`src/wtu_pkg.sv`:
```
// constants, register map and field layout of the watchdog timeout unit
package wtu_pkg;
    localparam int unsigned CNT_WIDTH       = 22;
    localparam int unsigned AXI_ADDR_WIDTH  = 12;
    localparam int unsigned AXI_DATA_WIDTH  = 32;
    localparam int unsigned REG_WIDTH       = 8;

    localparam logic [3:0] MODE_OFFSET      = 4'h0;
    localparam logic [3:0] KEY_OFFSET       = 4'h4;
    localparam logic [3:0] GEAR_OFFSET      = 4'h8;
    localparam logic [3:0] STATUS_OFFSET    = 4'hC;

    localparam int unsigned MODE_ENABLE_BIT   = 7;
    localparam int unsigned MODE_PERIOD_LSB   = 5;
    localparam int unsigned MODE_IDLE_RUN_BIT = 4;
    localparam int unsigned MODE_RESET_BIT    = 1;
    localparam logic [7:0]  MODE_RESET_VALUE  = 8'h80;
    localparam logic [7:0]  MODE_WRITE_MASK   = 8'hF2;

    localparam logic [7:0]  KEY_CLEAR         = 8'h4E;
    localparam logic [7:0]  KEY_DISABLE       = 8'hB1;

    localparam int unsigned GEAR_WIDTH        = 2;
    localparam logic [1:0]  GEAR_RESET_VALUE  = 2'h3;

    localparam int unsigned TAP_CODE0         = 15;
    localparam int unsigned TAP_CODE1         = 17;
    localparam int unsigned TAP_CODE2         = 19;
    localparam int unsigned TAP_CODE3         = 21;

    localparam int unsigned RESET_STATES      = 24;

    localparam int unsigned STATUS_ACTIVE_BIT = 24;
    localparam int unsigned STATUS_RESET_BIT  = 25;

    localparam logic [1:0]  AXI_RESP_OKAY     = 2'h0;
    localparam logic [1:0]  AXI_RESP_SLVERR   = 2'h2;

    // low bits that must all be ones for the chosen tap to overflow
    function automatic logic [CNT_WIDTH-1:0] wtu_tap_mask(input logic [1:0] period);
        int unsigned tap;
        case (period)
            2'h0:    tap = TAP_CODE0;
            2'h1:    tap = TAP_CODE1;
            2'h2:    tap = TAP_CODE2;
            default: tap = TAP_CODE3;
        endcase
        wtu_tap_mask = ~({CNT_WIDTH{1'b1}} << tap);
    endfunction
endpackage

```
`src/wtu_watchdog.sv`:
```
// watchdog timeout unit: counter, key control and AXI4-Lite register slave
`timescale 1ns/1ns
// Summary of operation
// RQ1 - 22-stage up-counter advancing at half system clock
// RQ2 - period code selects tap 15, 17, 19, 21
// RQ3 - overflow while enabled raises nonmaskable interrupt
// RQ4 - optional reset pulse lasting 22 to 29 states
// RQ5 - any reset restores system clock divide-by-eight
// RQ6 - period field resets to shortest tap
// RQ7 - enable bit resets to one, watchdog active
// RQ8 - disable needs enable cleared, then key B1
// RQ9 - setting enable bit alone re-enables watchdog
// RQ10 - reset option clears on reset, interrupt only
// RQ11 - key 4E clears counter, counting resumes
// RQ12 - key B1 also clears the counter
// RQ13 - counting starts right after reset release
// RQ14 - stop modes clear and halt the counter
// RQ15 - counting continues during external bus grant
// RQ16 - idle-run bit chooses counting in idle
// RQ17 - disabled watchdog holds zero, no events
module wtu_watchdog
    import wtu_pkg::*;
(
    input  wire logic                      ref_clk,        // 50 MHz reference clock
    input  wire logic                      reset_n,        // async reset, active low
    input  wire logic                      ce,             // clock enable, freezes state
    input  wire logic                      stopMode,       // deep or full stop standby
    input  wire logic                      idleMode,       // idle standby
    output logic                           watchdogInterrupt, // nonmaskable request pulse
    output logic                           systemReset,    // internal reset, active high
    output logic [GEAR_WIDTH-1:0]          clockGear,      // system clock divider code
    input  wire logic [AXI_ADDR_WIDTH-1:0] s_axi_awaddr,   // write address
    input  wire logic                      s_axi_awvalid,  // write address valid
    output logic                           s_axi_awready,  // write address ready
    input  wire logic [AXI_DATA_WIDTH-1:0] s_axi_wdata,    // write data
    input  wire logic [3:0]                s_axi_wstrb,    // write byte strobes
    input  wire logic                      s_axi_wvalid,   // write data valid
    output logic                           s_axi_wready,   // write data ready
    output logic [1:0]                     s_axi_bresp,    // write response
    output logic                           s_axi_bvalid,   // write response valid
    input  wire logic                      s_axi_bready,   // write response ready
    input  wire logic [AXI_ADDR_WIDTH-1:0] s_axi_araddr,   // read address
    input  wire logic                      s_axi_arvalid,  // read address valid
    output logic                           s_axi_arready,  // read address ready
    output logic [AXI_DATA_WIDTH-1:0]      s_axi_rdata,    // read data
    output logic [1:0]                     s_axi_rresp,    // read response
    output logic                           s_axi_rvalid,   // read data valid
    input  wire logic                      s_axi_rready    // read data ready
);
    typedef enum logic [1:0] {
        WR_IDLE = 2'b01,
        WR_RESP = 2'b10
    } wtu_wr_e;

    typedef enum logic [1:0] {
        RD_IDLE = 2'b01,
        RD_DATA = 2'b10
    } wtu_rd_e;

    // reset release through two flops
    logic rstMeta_q;
    logic rstSync_q;
    logic rstN;

    always_ff @(posedge ref_clk or negedge reset_n) begin
        if (!reset_n) begin
            rstMeta_q <= 1'b0;
            rstSync_q <= 1'b0;
        end else begin
            rstMeta_q <= 1'b1;
            rstSync_q <= rstMeta_q;
        end
    end

    assign rstN = rstSync_q;

    // write channel state
    wtu_wr_e                   wrState_q;
    wtu_wr_e                   wrState_d;
    logic                      awHeld_q;
    logic                      wHeld_q;
    logic [3:0]                awOff_q;
    logic                      awMapped_q;
    logic [REG_WIDTH-1:0]      wByte_q;
    logic                      wLane_q;
    logic [1:0]                bresp_q;
    logic                      awTaken;
    logic                      wTaken;
    logic                      writeCommit;
    logic                      bTaken;

    // read channel state
    wtu_rd_e                   rdState_q;
    wtu_rd_e                   rdState_d;
    logic [AXI_DATA_WIDTH-1:0] rdata_q;
    logic [1:0]                rresp_q;
    logic                      arTaken;
    logic                      rTaken;
    logic [3:0]                arOff;
    logic                      arMapped;
    logic [AXI_DATA_WIDTH-1:0] readWord;

    // control registers
    logic [REG_WIDTH-1:0]      mode_q;
    logic [REG_WIDTH-1:0]      mode_d;
    logic [GEAR_WIDTH-1:0]     gear_q;
    logic [GEAR_WIDTH-1:0]     gear_d;
    logic                      active_q;
    logic                      active_d;
    logic [CNT_WIDTH-1:0]      count_q;
    logic [CNT_WIDTH-1:0]      count_d;
    logic                      irq_q;

    // decoded write effects
    logic                      lowLane;
    logic                      modeWrite;
    logic                      keyWrite;
    logic                      gearWrite;
    logic                      keyClear;
    logic                      keyDisable;
    logic [REG_WIDTH-1:0]      modeWritten;

    // counting
    logic                      fsysTick;
    logic                      wdtTick;
    logic                      enableBit;
    logic                      idleRun;
    logic                      resetOnTimeout;
    logic [1:0]                periodSel;
    logic                      standbyHalt;
    logic                      running;
    logic                      overflow;
    logic                      resetTrigger;
    logic                      resetActive;

    function automatic logic wtu_mapped(input logic [AXI_ADDR_WIDTH-1:0] addr);
        wtu_mapped = (addr[AXI_ADDR_WIDTH-1:4] == '0) && (addr[1:0] == 2'h0);
    endfunction

    // write channel
    assign s_axi_awready = ce && (wrState_q == WR_IDLE) && !awHeld_q;
    assign s_axi_wready  = ce && (wrState_q == WR_IDLE) && !wHeld_q;
    assign s_axi_bvalid  = (wrState_q == WR_RESP);
    assign s_axi_bresp   = bresp_q;

    assign awTaken     = s_axi_awvalid && s_axi_awready;
    assign wTaken      = s_axi_wvalid && s_axi_wready;
    assign writeCommit = ce && (wrState_q == WR_IDLE) && awHeld_q && wHeld_q;
    assign bTaken      = ce && s_axi_bvalid && s_axi_bready;

    assign wrState_d = writeCommit ? WR_RESP :
                       bTaken      ? WR_IDLE : wrState_q;

    always_ff @(posedge ref_clk or negedge rstN) begin
        if (!rstN) begin
            awHeld_q   <= 1'b0;
            awOff_q    <= 4'h0;
            awMapped_q <= 1'b0;
        end else if (ce) begin
            if (awTaken) begin
                awHeld_q   <= 1'b1;
                awOff_q    <= s_axi_awaddr[3:0];
                awMapped_q <= wtu_mapped(s_axi_awaddr);
            end else if (writeCommit) begin
                awHeld_q <= 1'b0;
            end
        end
    end

    always_ff @(posedge ref_clk or negedge rstN) begin
        if (!rstN) begin
            wHeld_q <= 1'b0;
            wByte_q <= 8'h00;
            wLane_q <= 1'b0;
        end else if (ce) begin
            if (wTaken) begin
                wHeld_q <= 1'b1;
                wByte_q <= s_axi_wdata[REG_WIDTH-1:0];
                wLane_q <= s_axi_wstrb[0];
            end else if (writeCommit) begin
                wHeld_q <= 1'b0;
            end
        end
    end

    // status is read-only: writes get an error
    always_ff @(posedge ref_clk or negedge rstN) begin
        if (!rstN) begin
            wrState_q <= WR_IDLE;
            bresp_q   <= AXI_RESP_OKAY;
        end else if (ce) begin
            wrState_q <= wrState_d;
            if (writeCommit) begin
                bresp_q <= (awMapped_q && awOff_q != STATUS_OFFSET) ?
                           AXI_RESP_OKAY : AXI_RESP_SLVERR;
            end
        end
    end

    // 8-bit registers live in byte lane 0
    assign lowLane    = writeCommit && awMapped_q && wLane_q;
    assign modeWrite  = lowLane && (awOff_q == MODE_OFFSET);
    assign keyWrite   = lowLane && (awOff_q == KEY_OFFSET);
    assign gearWrite  = lowLane && (awOff_q == GEAR_OFFSET);
    assign keyClear   = keyWrite && (wByte_q == KEY_CLEAR);
    assign keyDisable = keyWrite && (wByte_q == KEY_DISABLE);
    assign modeWritten = wByte_q & MODE_WRITE_MASK;

    // read channel
    assign s_axi_arready = ce && (rdState_q == RD_IDLE);
    assign s_axi_rvalid  = (rdState_q == RD_DATA);
    assign s_axi_rdata   = rdata_q;
    assign s_axi_rresp   = rresp_q;

    assign arTaken  = s_axi_arvalid && s_axi_arready;
    assign rTaken   = ce && s_axi_rvalid && s_axi_rready;
    assign arOff    = s_axi_araddr[3:0];
    assign arMapped = wtu_mapped(s_axi_araddr);

    // key control is write-only and reads back as zero
    assign readWord =
        !arMapped                ? 32'h0 :
        (arOff == MODE_OFFSET)   ? {24'h0, mode_q} :
        (arOff == GEAR_OFFSET)   ? {30'h0, gear_q} :
        (arOff == STATUS_OFFSET) ? {6'h00, resetActive, active_q, 2'h0, count_q} :
                                   32'h0;

    assign rdState_d = arTaken ? RD_DATA :
                       rTaken  ? RD_IDLE : rdState_q;

    always_ff @(posedge ref_clk or negedge rstN) begin
        if (!rstN) begin
            rdState_q <= RD_IDLE;
            rdata_q   <= 32'h0;
            rresp_q   <= AXI_RESP_OKAY;
        end else if (ce) begin
            rdState_q <= rdState_d;
            if (arTaken) begin
                rdata_q <= readWord;
                rresp_q <= arMapped ? AXI_RESP_OKAY : AXI_RESP_SLVERR;
            end
        end
    end

    // watchdog control
    assign enableBit      = mode_q[MODE_ENABLE_BIT];
    assign idleRun        = mode_q[MODE_IDLE_RUN_BIT];
    assign resetOnTimeout = mode_q[MODE_RESET_BIT];
    assign periodSel      = mode_q[MODE_PERIOD_LSB+1:MODE_PERIOD_LSB];

    // own reset pulse restores mode defaults
    assign mode_d = resetActive ? MODE_RESET_VALUE : // see RQ6, RQ7, RQ10
                    modeWrite   ? modeWritten : mode_q;

    // own reset also restores slowest gear
    assign gear_d = resetActive ? GEAR_RESET_VALUE : // see RQ5
                    gearWrite   ? wByte_q[GEAR_WIDTH-1:0] : gear_q;

    // the key only disarms once the enable bit is already low, so a
    // runaway program needs two separate correct stores to stop it
    assign active_d =
        resetActive ? 1'b1 :
        (modeWrite && modeWritten[MODE_ENABLE_BIT]) ? 1'b1 : // see RQ9
        (keyDisable && !enableBit) ? 1'b0 : active_q; // see RQ8

    // bus grant is not an input: counting ignores it on purpose
    assign standbyHalt = stopMode || (idleMode && !idleRun); // see RQ14, RQ16
    assign running     = active_q && !standbyHalt && !resetActive; // see RQ15, RQ17

    assign overflow = wdtTick && running && // see RQ3
                      ((count_q & wtu_tap_mask(periodSel)) ==
                       wtu_tap_mask(periodSel)); // see RQ2

    assign resetTrigger = overflow && resetOnTimeout; // see RQ4, RQ10

    // clear keys win over an increment in the same cycle
    assign count_d =
        (!active_q || stopMode || resetActive) ? '0 : // see RQ14, RQ17
        (keyClear || keyDisable)               ? '0 : // see RQ11, RQ12
        (wdtTick && running)                   ? count_q + 1'b1 : // see RQ1, RQ13
                                                 count_q;

    always_ff @(posedge ref_clk or negedge rstN) begin
        if (!rstN) begin
            mode_q   <= MODE_RESET_VALUE; // see RQ6, RQ7, RQ10
            gear_q   <= GEAR_RESET_VALUE; // see RQ5
            active_q <= 1'b1; // see RQ7, RQ13
            count_q  <= '0;
            irq_q    <= 1'b0;
        end else if (ce) begin
            mode_q   <= mode_d;
            gear_q   <= gear_d;
            active_q <= active_d;
            count_q  <= count_d;
            irq_q    <= overflow; // see RQ3
        end
    end

    assign watchdogInterrupt = irq_q;
    assign clockGear         = gear_q;
    assign systemReset       = resetActive;

    wtu_gear_tick u_gear_tick (
        .clk      (ref_clk),
        .rstN     (rstN),
        .ce       (ce),
        .gear     (gear_q),
        .fsysTick (fsysTick),
        .wdtTick  (wdtTick)
    );

    // length counts system states, not ref cycles
    wtu_reset_pulse #(
        .STATES (RESET_STATES)
    ) u_reset_pulse (
        .clk         (ref_clk),
        .rstN        (rstN),
        .ce          (ce),
        .trigger     (resetTrigger),
        .fsysTick    (fsysTick),
        .resetActive (resetActive)
    );
endmodule

```
`src/wtu_gear_tick.sv`:
```
// clock gear divider: system tick and halved watchdog tick
`timescale 1ns/1ns
module wtu_gear_tick
    import wtu_pkg::*;
(
    input  wire logic                  clk,       // reference clock
    input  wire logic                  rstN,      // synchronised reset
    input  wire logic                  ce,        // clock enable
    input  wire logic [GEAR_WIDTH-1:0] gear,      // divide by 1,2,4,8
    output logic                       fsysTick,  // one pulse per system clock
    output logic                       wdtTick    // every second system tick
);
    logic [2:0] divCnt_q;
    logic [2:0] divLast;
    logic       half_q;

    assign divLast  = 3'((4'h1 << gear) - 4'h1);
    assign fsysTick = ce && (divCnt_q >= divLast);
    assign wdtTick  = fsysTick && half_q;

    always_ff @(posedge clk or negedge rstN) begin
        if (!rstN) begin
            divCnt_q <= 3'h0;
            half_q   <= 1'b0;
        end else if (ce) begin
            divCnt_q <= fsysTick ? 3'h0 : divCnt_q + 3'h1;
            if (fsysTick) begin
                half_q <= !half_q;
            end
        end
    end
endmodule

```
`src/wtu_reset_pulse.sv`:
```
// stretches a time-out into a fixed-length system reset
`timescale 1ns/1ns
module wtu_reset_pulse
    import wtu_pkg::*;
#(
    parameter int unsigned STATES = RESET_STATES
)(
    input  wire logic clk,          // reference clock
    input  wire logic rstN,         // synchronised reset
    input  wire logic ce,           // clock enable
    input  wire logic trigger,      // time-out with reset enabled
    input  wire logic fsysTick,     // one state
    output logic      resetActive   // registered reset level
);
    localparam int unsigned CW = $clog2(STATES + 1);
    localparam logic [CW-1:0] LOAD = CW'(STATES);

    logic [CW-1:0] left_q;

    always_ff @(posedge clk or negedge rstN) begin
        if (!rstN) begin
            left_q      <= '0;
            resetActive <= 1'b0;
        end else if (ce) begin
            if (trigger && !resetActive) begin
                left_q      <= LOAD;
                resetActive <= 1'b1;
            end else if (resetActive && fsysTick) begin
                left_q      <= left_q - 1'b1;
                resetActive <= (left_q != {{(CW-1){1'b0}}, 1'b1});
            end
        end
    end
endmodule

```
`config.mk`:
```
export PLATFORM = sky130hd
export DESIGN_NAME = wtu_watchdog
export DESIGN_NICKNAME = d
export VERILOG_FILES = /design/src/wtu_pkg.sv /design/src/wtu_watchdog.sv /design/src/wtu_gear_tick.sv /design/src/wtu_reset_pulse.sv
export SDC_FILE = /design/constraint.sdc
export NUM_CORES = 1
export LEC_CHECK = 0
export BUFFER_PORTS_ARGS = -buffer_cell sky130_fd_sc_hd__buf_4
export CAP_MARGIN = 10
export CELL_PAD_IN_SITES_DETAIL_PLACEMENT = 1
export CELL_PAD_IN_SITES_GLOBAL_PLACEMENT = 1
export CORE_UTILIZATION = 44
export CTS_CLUSTER_SIZE = 24
export DETAILED_ROUTE_END_ITERATION = 16
export PLACE_DENSITY_LB_ADDON = 0.1
export SYNTH_ARGS = -nofsm -noshare
export SYNTH_HDL_FRONTEND = slang
export SYNTH_SLANG_ARGS = --single-unit
```
`constraint.sdc`:
```
create_clock -name ref_clk -period 5.4 [get_ports ref_clk]
set_clock_uncertainty 0.05 [all_clocks]
set_input_delay 0.81 -clock ref_clk [delete_from_list [all_inputs] [get_ports ref_clk]]
set_output_delay 0.81 -clock ref_clk [all_outputs]
set_load 0.02 [all_outputs]
```
== Word level (Yosys, flattened, before mapping) ==
Cells that the tools add are included.

* Bits in registers: 102
* Input bits: 70
* Logic and storage cells: 152
* Output and inout port bits: 45

* Mux-type cells: 29
* Reduce and logical (&&, ||, !) cells: 77
* $add $sub $neg: 4
* Bitwise operators: 2
* Equality and inequality tests: 15
* Order comparisons: 1
* Shift operators: 2

{| class="wikitable"
|+ Operators with widths
! kind !! number
|-
| $mux W26 || 4
|-
| $mux W22 || 3
|-
| $logic_and A1 B1 Y1 || 35
|-
| $shl A22 B32 Y22 const A || 1
|-
| $reduce_and A2 Y1 || 14
|-
| $add A22 B1 Y22 const B || 1
|-
| $and A22 B22 Y22 || 1
|-
| $eq A22 B22 Y1 || 1
|-
| $not A22 Y22 || 1
|-
| $logic_not A8 Y1 || 2
|-
| $mux W2 || 8
|-
| $mux W8 || 2
|-
| $pmux W5 S3 || 1
|-
| $reduce_bool A2 Y1 || 7
|-
| $eq A4 B4 Y1 const B || 3
|-
| $mux W5 || 2
|-
| $eq A8 B7 Y1 const B || 1
|-
| $eq A8 B8 Y1 const B || 1
|-
| $logic_not A1 Y1 || 8
|-
| $logic_not A4 Y1 || 2
|-
| $mux W1 || 8
|-
| $eq A2 B1 Y1 const B || 3
|-
| $eq A2 B2 Y1 const B || 3
|-
| $logic_not A2 Y1 || 3
|-
| other kinds (11) || 15
|}

== Logic depth before layout (Yosys ltp) ==
* Depth after elaboration: 12
* Mapped depth: 9

== Cells and area by module ==
A second synthesis with hierarchy kept.

* Cell total of the unflattened synthesis: 453
* Area total of the unflattened synthesis: 4,561.9 µm²

{| class="wikitable"
|+ By module, submodules not included
! module !! seq. area each (µm²) !! cells each !! area an instance (µm²) !! instances
|-
| wtu_watchdog || 1,984.4 || 389 || 3,915.0 || 1
|-
| wtu_reset_pulse || 150.1 || 36 || 357.8 || 1
|-
| wtu_gear_tick || 100.1 || 28 || 289.0 || 1
|}

== Least setup slack after synthesis ==
No wires, ideal clock.

* Path kind: input port to flip-flop
* From: in ce
* To: reg rdata_q[10] (netlist: s_axi_rdata[10])
* Data arrival time: 2,121 ps
* Path buffers: 2
* Stages on the path: 7
* Slack: 3,163 ps
* Cell sequence: inv_2 nor3b_2 nand4_1 nor2b_1 buf_4 buf_4 a22o_1

* Word-level cells in the longest chain between the ends: 3

{| class="wikitable"
|+ RTL lines
! what !! line !! source
|-
| from (decl) || wtu_watchdog.sv:26 || <nowiki>input wire logic ce,</nowiki>
|-
| $logic_and A1 B1 Y1 || wtu_watchdog.sv:210 || <nowiki>assign s_axi_arready = ce && (rdState_q == RD_IDLE);</nowiki>
|-
| via s_axi_arready || wtu_watchdog.sv:44 || <nowiki>output logic s_axi_arready,</nowiki>
|-
| $logic_and A1 B1 Y1 || wtu_watchdog.sv:215 || <nowiki>assign arTaken = s_axi_arvalid && s_axi_arready;</nowiki>
|-
| $reduce_and A2 Y1 (no line) || n/a ||
|-
| to (signal assigned) || wtu_watchdog.sv:239 || <nowiki>rdata_q <= readWord;</nowiki>
|-
| to (decl) || wtu_watchdog.sv:95 || <nowiki>logic [AXI_DATA_WIDTH-1:0] rdata_q;</nowiki>
|}

The timed path passes the listed nets, and every way through them passes these cells.
A chain may end at the register's enable or synchronous reset.

== Worst setup path in the final report ==
* From: reg u_reset_pulse.resetActive
* To: reg count_q[2]

* Word-level cells in the longest chain between the ends: 5
* Elaborated cells on any way between the ends: 7
* Those cells by class: mux: 1; reduce/logical: 6

{| class="wikitable"
|+ RTL lines
! what !! line !! source
|-
| from (decl) || wtu_reset_pulse.sv:13 || <nowiki>output logic resetActive</nowiki>
|-
| from (signal assigned) || wtu_reset_pulse.sv:30 || <nowiki>resetActive <= (left_q != {{(CW-1){1'b0}}, 1'b1});</nowiki>
|-
| $logic_not A1 Y1 || wtu_watchdog.sv:268 || <nowiki>assign running = active_q && !standbyHalt && !resetActive;</nowiki>
|-
| $logic_and A1 B1 Y1 || wtu_watchdog.sv:268 ||
|-
| $logic_and A1 B1 Y1 || wtu_watchdog.sv:280 || <nowiki>(wdtTick && running) ? count_q + 1'b1 :</nowiki>
|-
| $reduce_bool A3 Y1 (no line) || n/a ||
|-
| $reduce_and A2 Y1 (no line) || n/a ||
|-
| to (signal assigned) || wtu_watchdog.sv:294 || <nowiki>count_q <= count_d;</nowiki>
|-
| to (decl) || wtu_watchdog.sv:110 || <nowiki>logic [CNT_WIDTH-1:0] count_q;</nowiki>
|}

Parallel ways exist; a longest one is shown, timed or not.

==> results by group <==
Cells and area
  – Final instance area: 0.00548 mm²
  – Area Overhead vs Synth: 17.6%
  – Final nets: 609
  – Most frequent cells in the layout: dfrtp_1, buf_4, nand2_1
  – Most common cell after layout, fill and taps aside: dfrtp_1
  – Share of cells above drive strength 1: 0.246
  – Ant diodes: 0

Logic synthesis
  – Synth top area cells: dfrtp_1, nand2_1, a22o_1
  – Largest family of logic cells by synthesized area: simple AND/OR/NAND/NOR gates
  – Post-synthesis mux area share: 0.0406
  – Top cell type's share of synthesized area: 0.446
  – EDFF count, synth: 0
  – Mean Syn Cell Area: 10.1 µm²
  – Post-Synth Simple-Gate Area: 0.225
  – Dominant cell type by area after synthesis: dfrtp_1
  – Area share of fa/ha/maj cells after synthesis: 0.0215
  – Share of flip-flops with an asynchronous set or reset: 1.00
  – Main synth FF type: dfrtp_1
  – XOR/XNOR Fraction of Synth Area: 0.00940
  – Yosys reg bits: 89
  – Yosys warns: 0
  – Register area share after synthesis: 0.480
  – Cell Area, Synth: 0.00466 mm²
  – Post-synthesis compound-gate area fraction: 0.163
  – Synth cell types: 63
  – Syn Inst Count: 462

Power
  – LEAKAGE: 2.45 nW
  – Worst vdd ir: 0.145 mV
  – Pwr Density: 224 mW/mm²

Clock tree
  – Post-CTS sizing: 0
  – Clock buffer count from CTS: 9
  – Clock transition at the registers of the reported paths: 0.09 ns
  – H-tree level count: 3
  – TritonCTS clock tree: done
  – Clk sinks: 89
  – Hold buffer count at cts: 0
  – Clk_lat worst skew: 0.37 ns
  – Clk buf depth: 2
  – Post-CTS setup buffers: 0
  – Clk root buf: clkbuf_8

GRT
  – Antenna violations before repair: 0
  – First-pass GRT wire length: 20400 µm
  – Largest net degree at the start of global routing: 48
  – Vias in the first global route: 4001
  – Grt total ovfl: 0
  – Gr usage total: 0.234

Place
  – I/O Buffers: 77
  – Placement Cell Area: 0.00527 mm²
  – Pre-CTS WS: 1.93 ns
  – GP Congestion: 0.816
  – Hpwl dp: 8600 µm

Worst setup path
  – Critical path required time: 5.63 ns
  – R2r setup slk: 2.27 ns
  – Crit Path Category: reg -> reg
  – Critical path endpoint category: register
  – Worst Setup Start Kind: register
  – Worst Reg-to-Reg Cells: 5
  – Beginning of the worst register-to-register path: u_reset_pulse.resetActive$_DFFE_PN0P_
  – Largest fanout on the critical path: 16
  – RR Endpoint: count_q[2]$_DFFE_PN0P_
  – CP Data Arrival Time: 3.36 ns

Timing
  – Final WS setup: 2.27 ns
  – Worst Tran Pin Value: 1.05 ns
  – Max Clock Freq: 320 MHz
  – RSZ-0062 raised after global routing: no
  – Setup TNS: 0 ns
  – Final worst-path cycle share: 0.579
  – Tmin final: 3.13 ns
  – Setup violation total in the final timing report: 0
  – Max-slew violations: 0
  – Max transition margin: 0.292
  – Final hold vios: 0

Floorplan
  – Initial Util: 0.453
  – Die area: 0.0110 mm²
  – Row count: 37
  – Die width: 105 µm
  – Ports: 115
  – Die H: 105 µm
  – Core ar.: 0.0103 mm²

Hold path
  – Min-delay worst type: in -> async

Detailed routing
  – DR vias/cell: 5.76
  – First-pass iteration count of the detailed router: 4
  – DRC errors left: 0
  – Final WL: 12000 µm
  – DRT iter0 DRCs: 189
  – Vias: 3868
  – Drt wl/cell: 17.9 µm
  – Final ANT Viol Nets: 0

Flow run
  – Max_cap viols: 0

Run status
  – Status: finished, final reports clean
-- cells by family after synthesis --
group	count (synthesis)
flip-flops	89
AND/OR/NAND/NOR	182
multiplexers	17
XOR/XNOR	5
adder cells (fa/ha/maj)	8
buffers and inverters	52
AO/OA/AOI/OAI	107
other	2
-- per-layer routing --
metal | GRT usage | vias to the layer above | routed length, µm
li1 | - | 1806 | -
met1 | 0.314 | 1973 | 5390
met2 | 0.382 | 70 | 6050
met3 | 0.0362 | 19 | 393
met4 | 0.0875 | 0 | 194
met5 | 0 | - | 0
-- synthesized netlist by cell type (2+ instances only) --
cell type  number
and4_1          5
or3_1           5
buf_4          13
mux2i_1         2
a21oi_1        13
o211ai_1        5
dfstp_2         6
nor3_2          2
nor2_1         22
xnor2_1         3
ha_1            8
and3_1          4
a22o_1         20
nor3_1          9
o21ai_0        27
nand4b_1        5
clkbuf_1       11
nor2b_1         6
a41oi_1         4
buf_6           4
nor4_4          2
inv_1          20
nand2b_1        5
xor2_1          2
nand4_1        16
o31ai_1         4
nand2_1        56
o221ai_1        5
mux2_2         14
or4b_1          2
a22oi_1         4
and2_1          4
a31oi_1         7
o31a_1          3
nor4_1         11
o21a_1          2
dfrtp_1        83
buf_2           3
o2bb2ai_1       3
conb_1          2
nand3_1        18
-- critical path, stage by stage, from the launching register on --
cell	delay, ns
dfrtp_1	0.54
nor3b_4	0.61
and4_1	0.58
and2_1	0.63
nand2_1	0.36
o221ai_1	0.28
-- worst max path at each step --
| stage | depth (start not counted) | slack, ns | to | from |
|---|---|---|---|---|
| after floorplan | 0 | 2.70 | awHeld_q$_DFFE_PN0P_ | rstN$_DFF_PN0_ |
| after global placement | 6 | 2.02 | count_q[10]$_DFFE_PN0P_ | stopMode |
| after detailed placement | 6 | 1.93 | count_q[2]$_DFFE_PN0P_ | stopMode |
| after CTS | 5 | 2.26 | count_q[2]$_DFFE_PN0P_ | u_reset_pulse.resetActive$_DFFE_PN0P_ |
| after global routing | 5 | 2.13 | count_q[2]$_DFFE_PN0P_ | u_reset_pulse.resetActive$_DFFE_PN0P_ |
| final | 5 | 2.27 | count_q[2]$_DFFE_PN0P_ | u_reset_pulse.resetActive$_DFFE_PN0P_ |
-- stage by stage --
| stage | utilization | hold WS [ns] | total power [mW] | cells |
|---|---|---|---|---|
| floorplan | - | 0.281 | 0.728 | 471 |
| global placement | 0.513 | 0.284 | 0.756 | 656 |
| detailed placement | 0.513 | 0.283 | 0.758 | 656 |
| CTS | 0.533 | 0.146 | 1.24 | 672 |
| global route | 0.533 | 0.143 | 1.27 | 672 |
| finish | 0.533 | 0.164 | 1.23 | 672 |
-- flip-flops by register name, indices dropped and copies added (netlist names) --
| signal | count |
|---|---|
| u_reset_pulse.resetActive | 1 |
| active_q | 1 |
| rstMeta_q | 1 |
| awHeld_q | 1 |
| clockGear | 2 |
| watchdogInterrupt | 1 |
| s_axi_rresp | 1 |
| wHeld_q | 1 |
| rdState_q | 2 |
| u_reset_pulse.left_q | 5 |
| awOff_q | 4 |
| u_gear_tick.half_q | 1 |
| wrState_q | 2 |
| u_gear_tick.divCnt_q | 3 |
| awMapped_q | 1 |
| s_axi_bresp | 1 |
| mode_q | 5 |
| rstN | 1 |
| wLane_q | 1 |
| count_q | 22 |
| wByte_q | 8 |
| s_axi_rdata | 24 |
-- cell type report --
| cell class | instances | area [µm²] |
|---|---|---|
| multi-input cells | 330 | 2180 |
| inverters | 21 | 78.8 |
| well taps | 136 | 170 |
| clock inverters | 4 | 51.3 |
| fillers | 1189 | 4800 |
| clock buffers | 12 | 155 |
| repair buffers | 80 | 601 |
| flip-flops and latches | 89 | 2240 |
-- power breakdown --
| group | internal (mW) | switching, mW |
|---|---|---|
| clock network | 0.240 | 0.243 |
| registers | 0.672 | 0.0105 |
| logic | 0.0284 | 0.0328 |
| total | 0.941 | 0.286 |
Power figures use the tool's default switching activity.
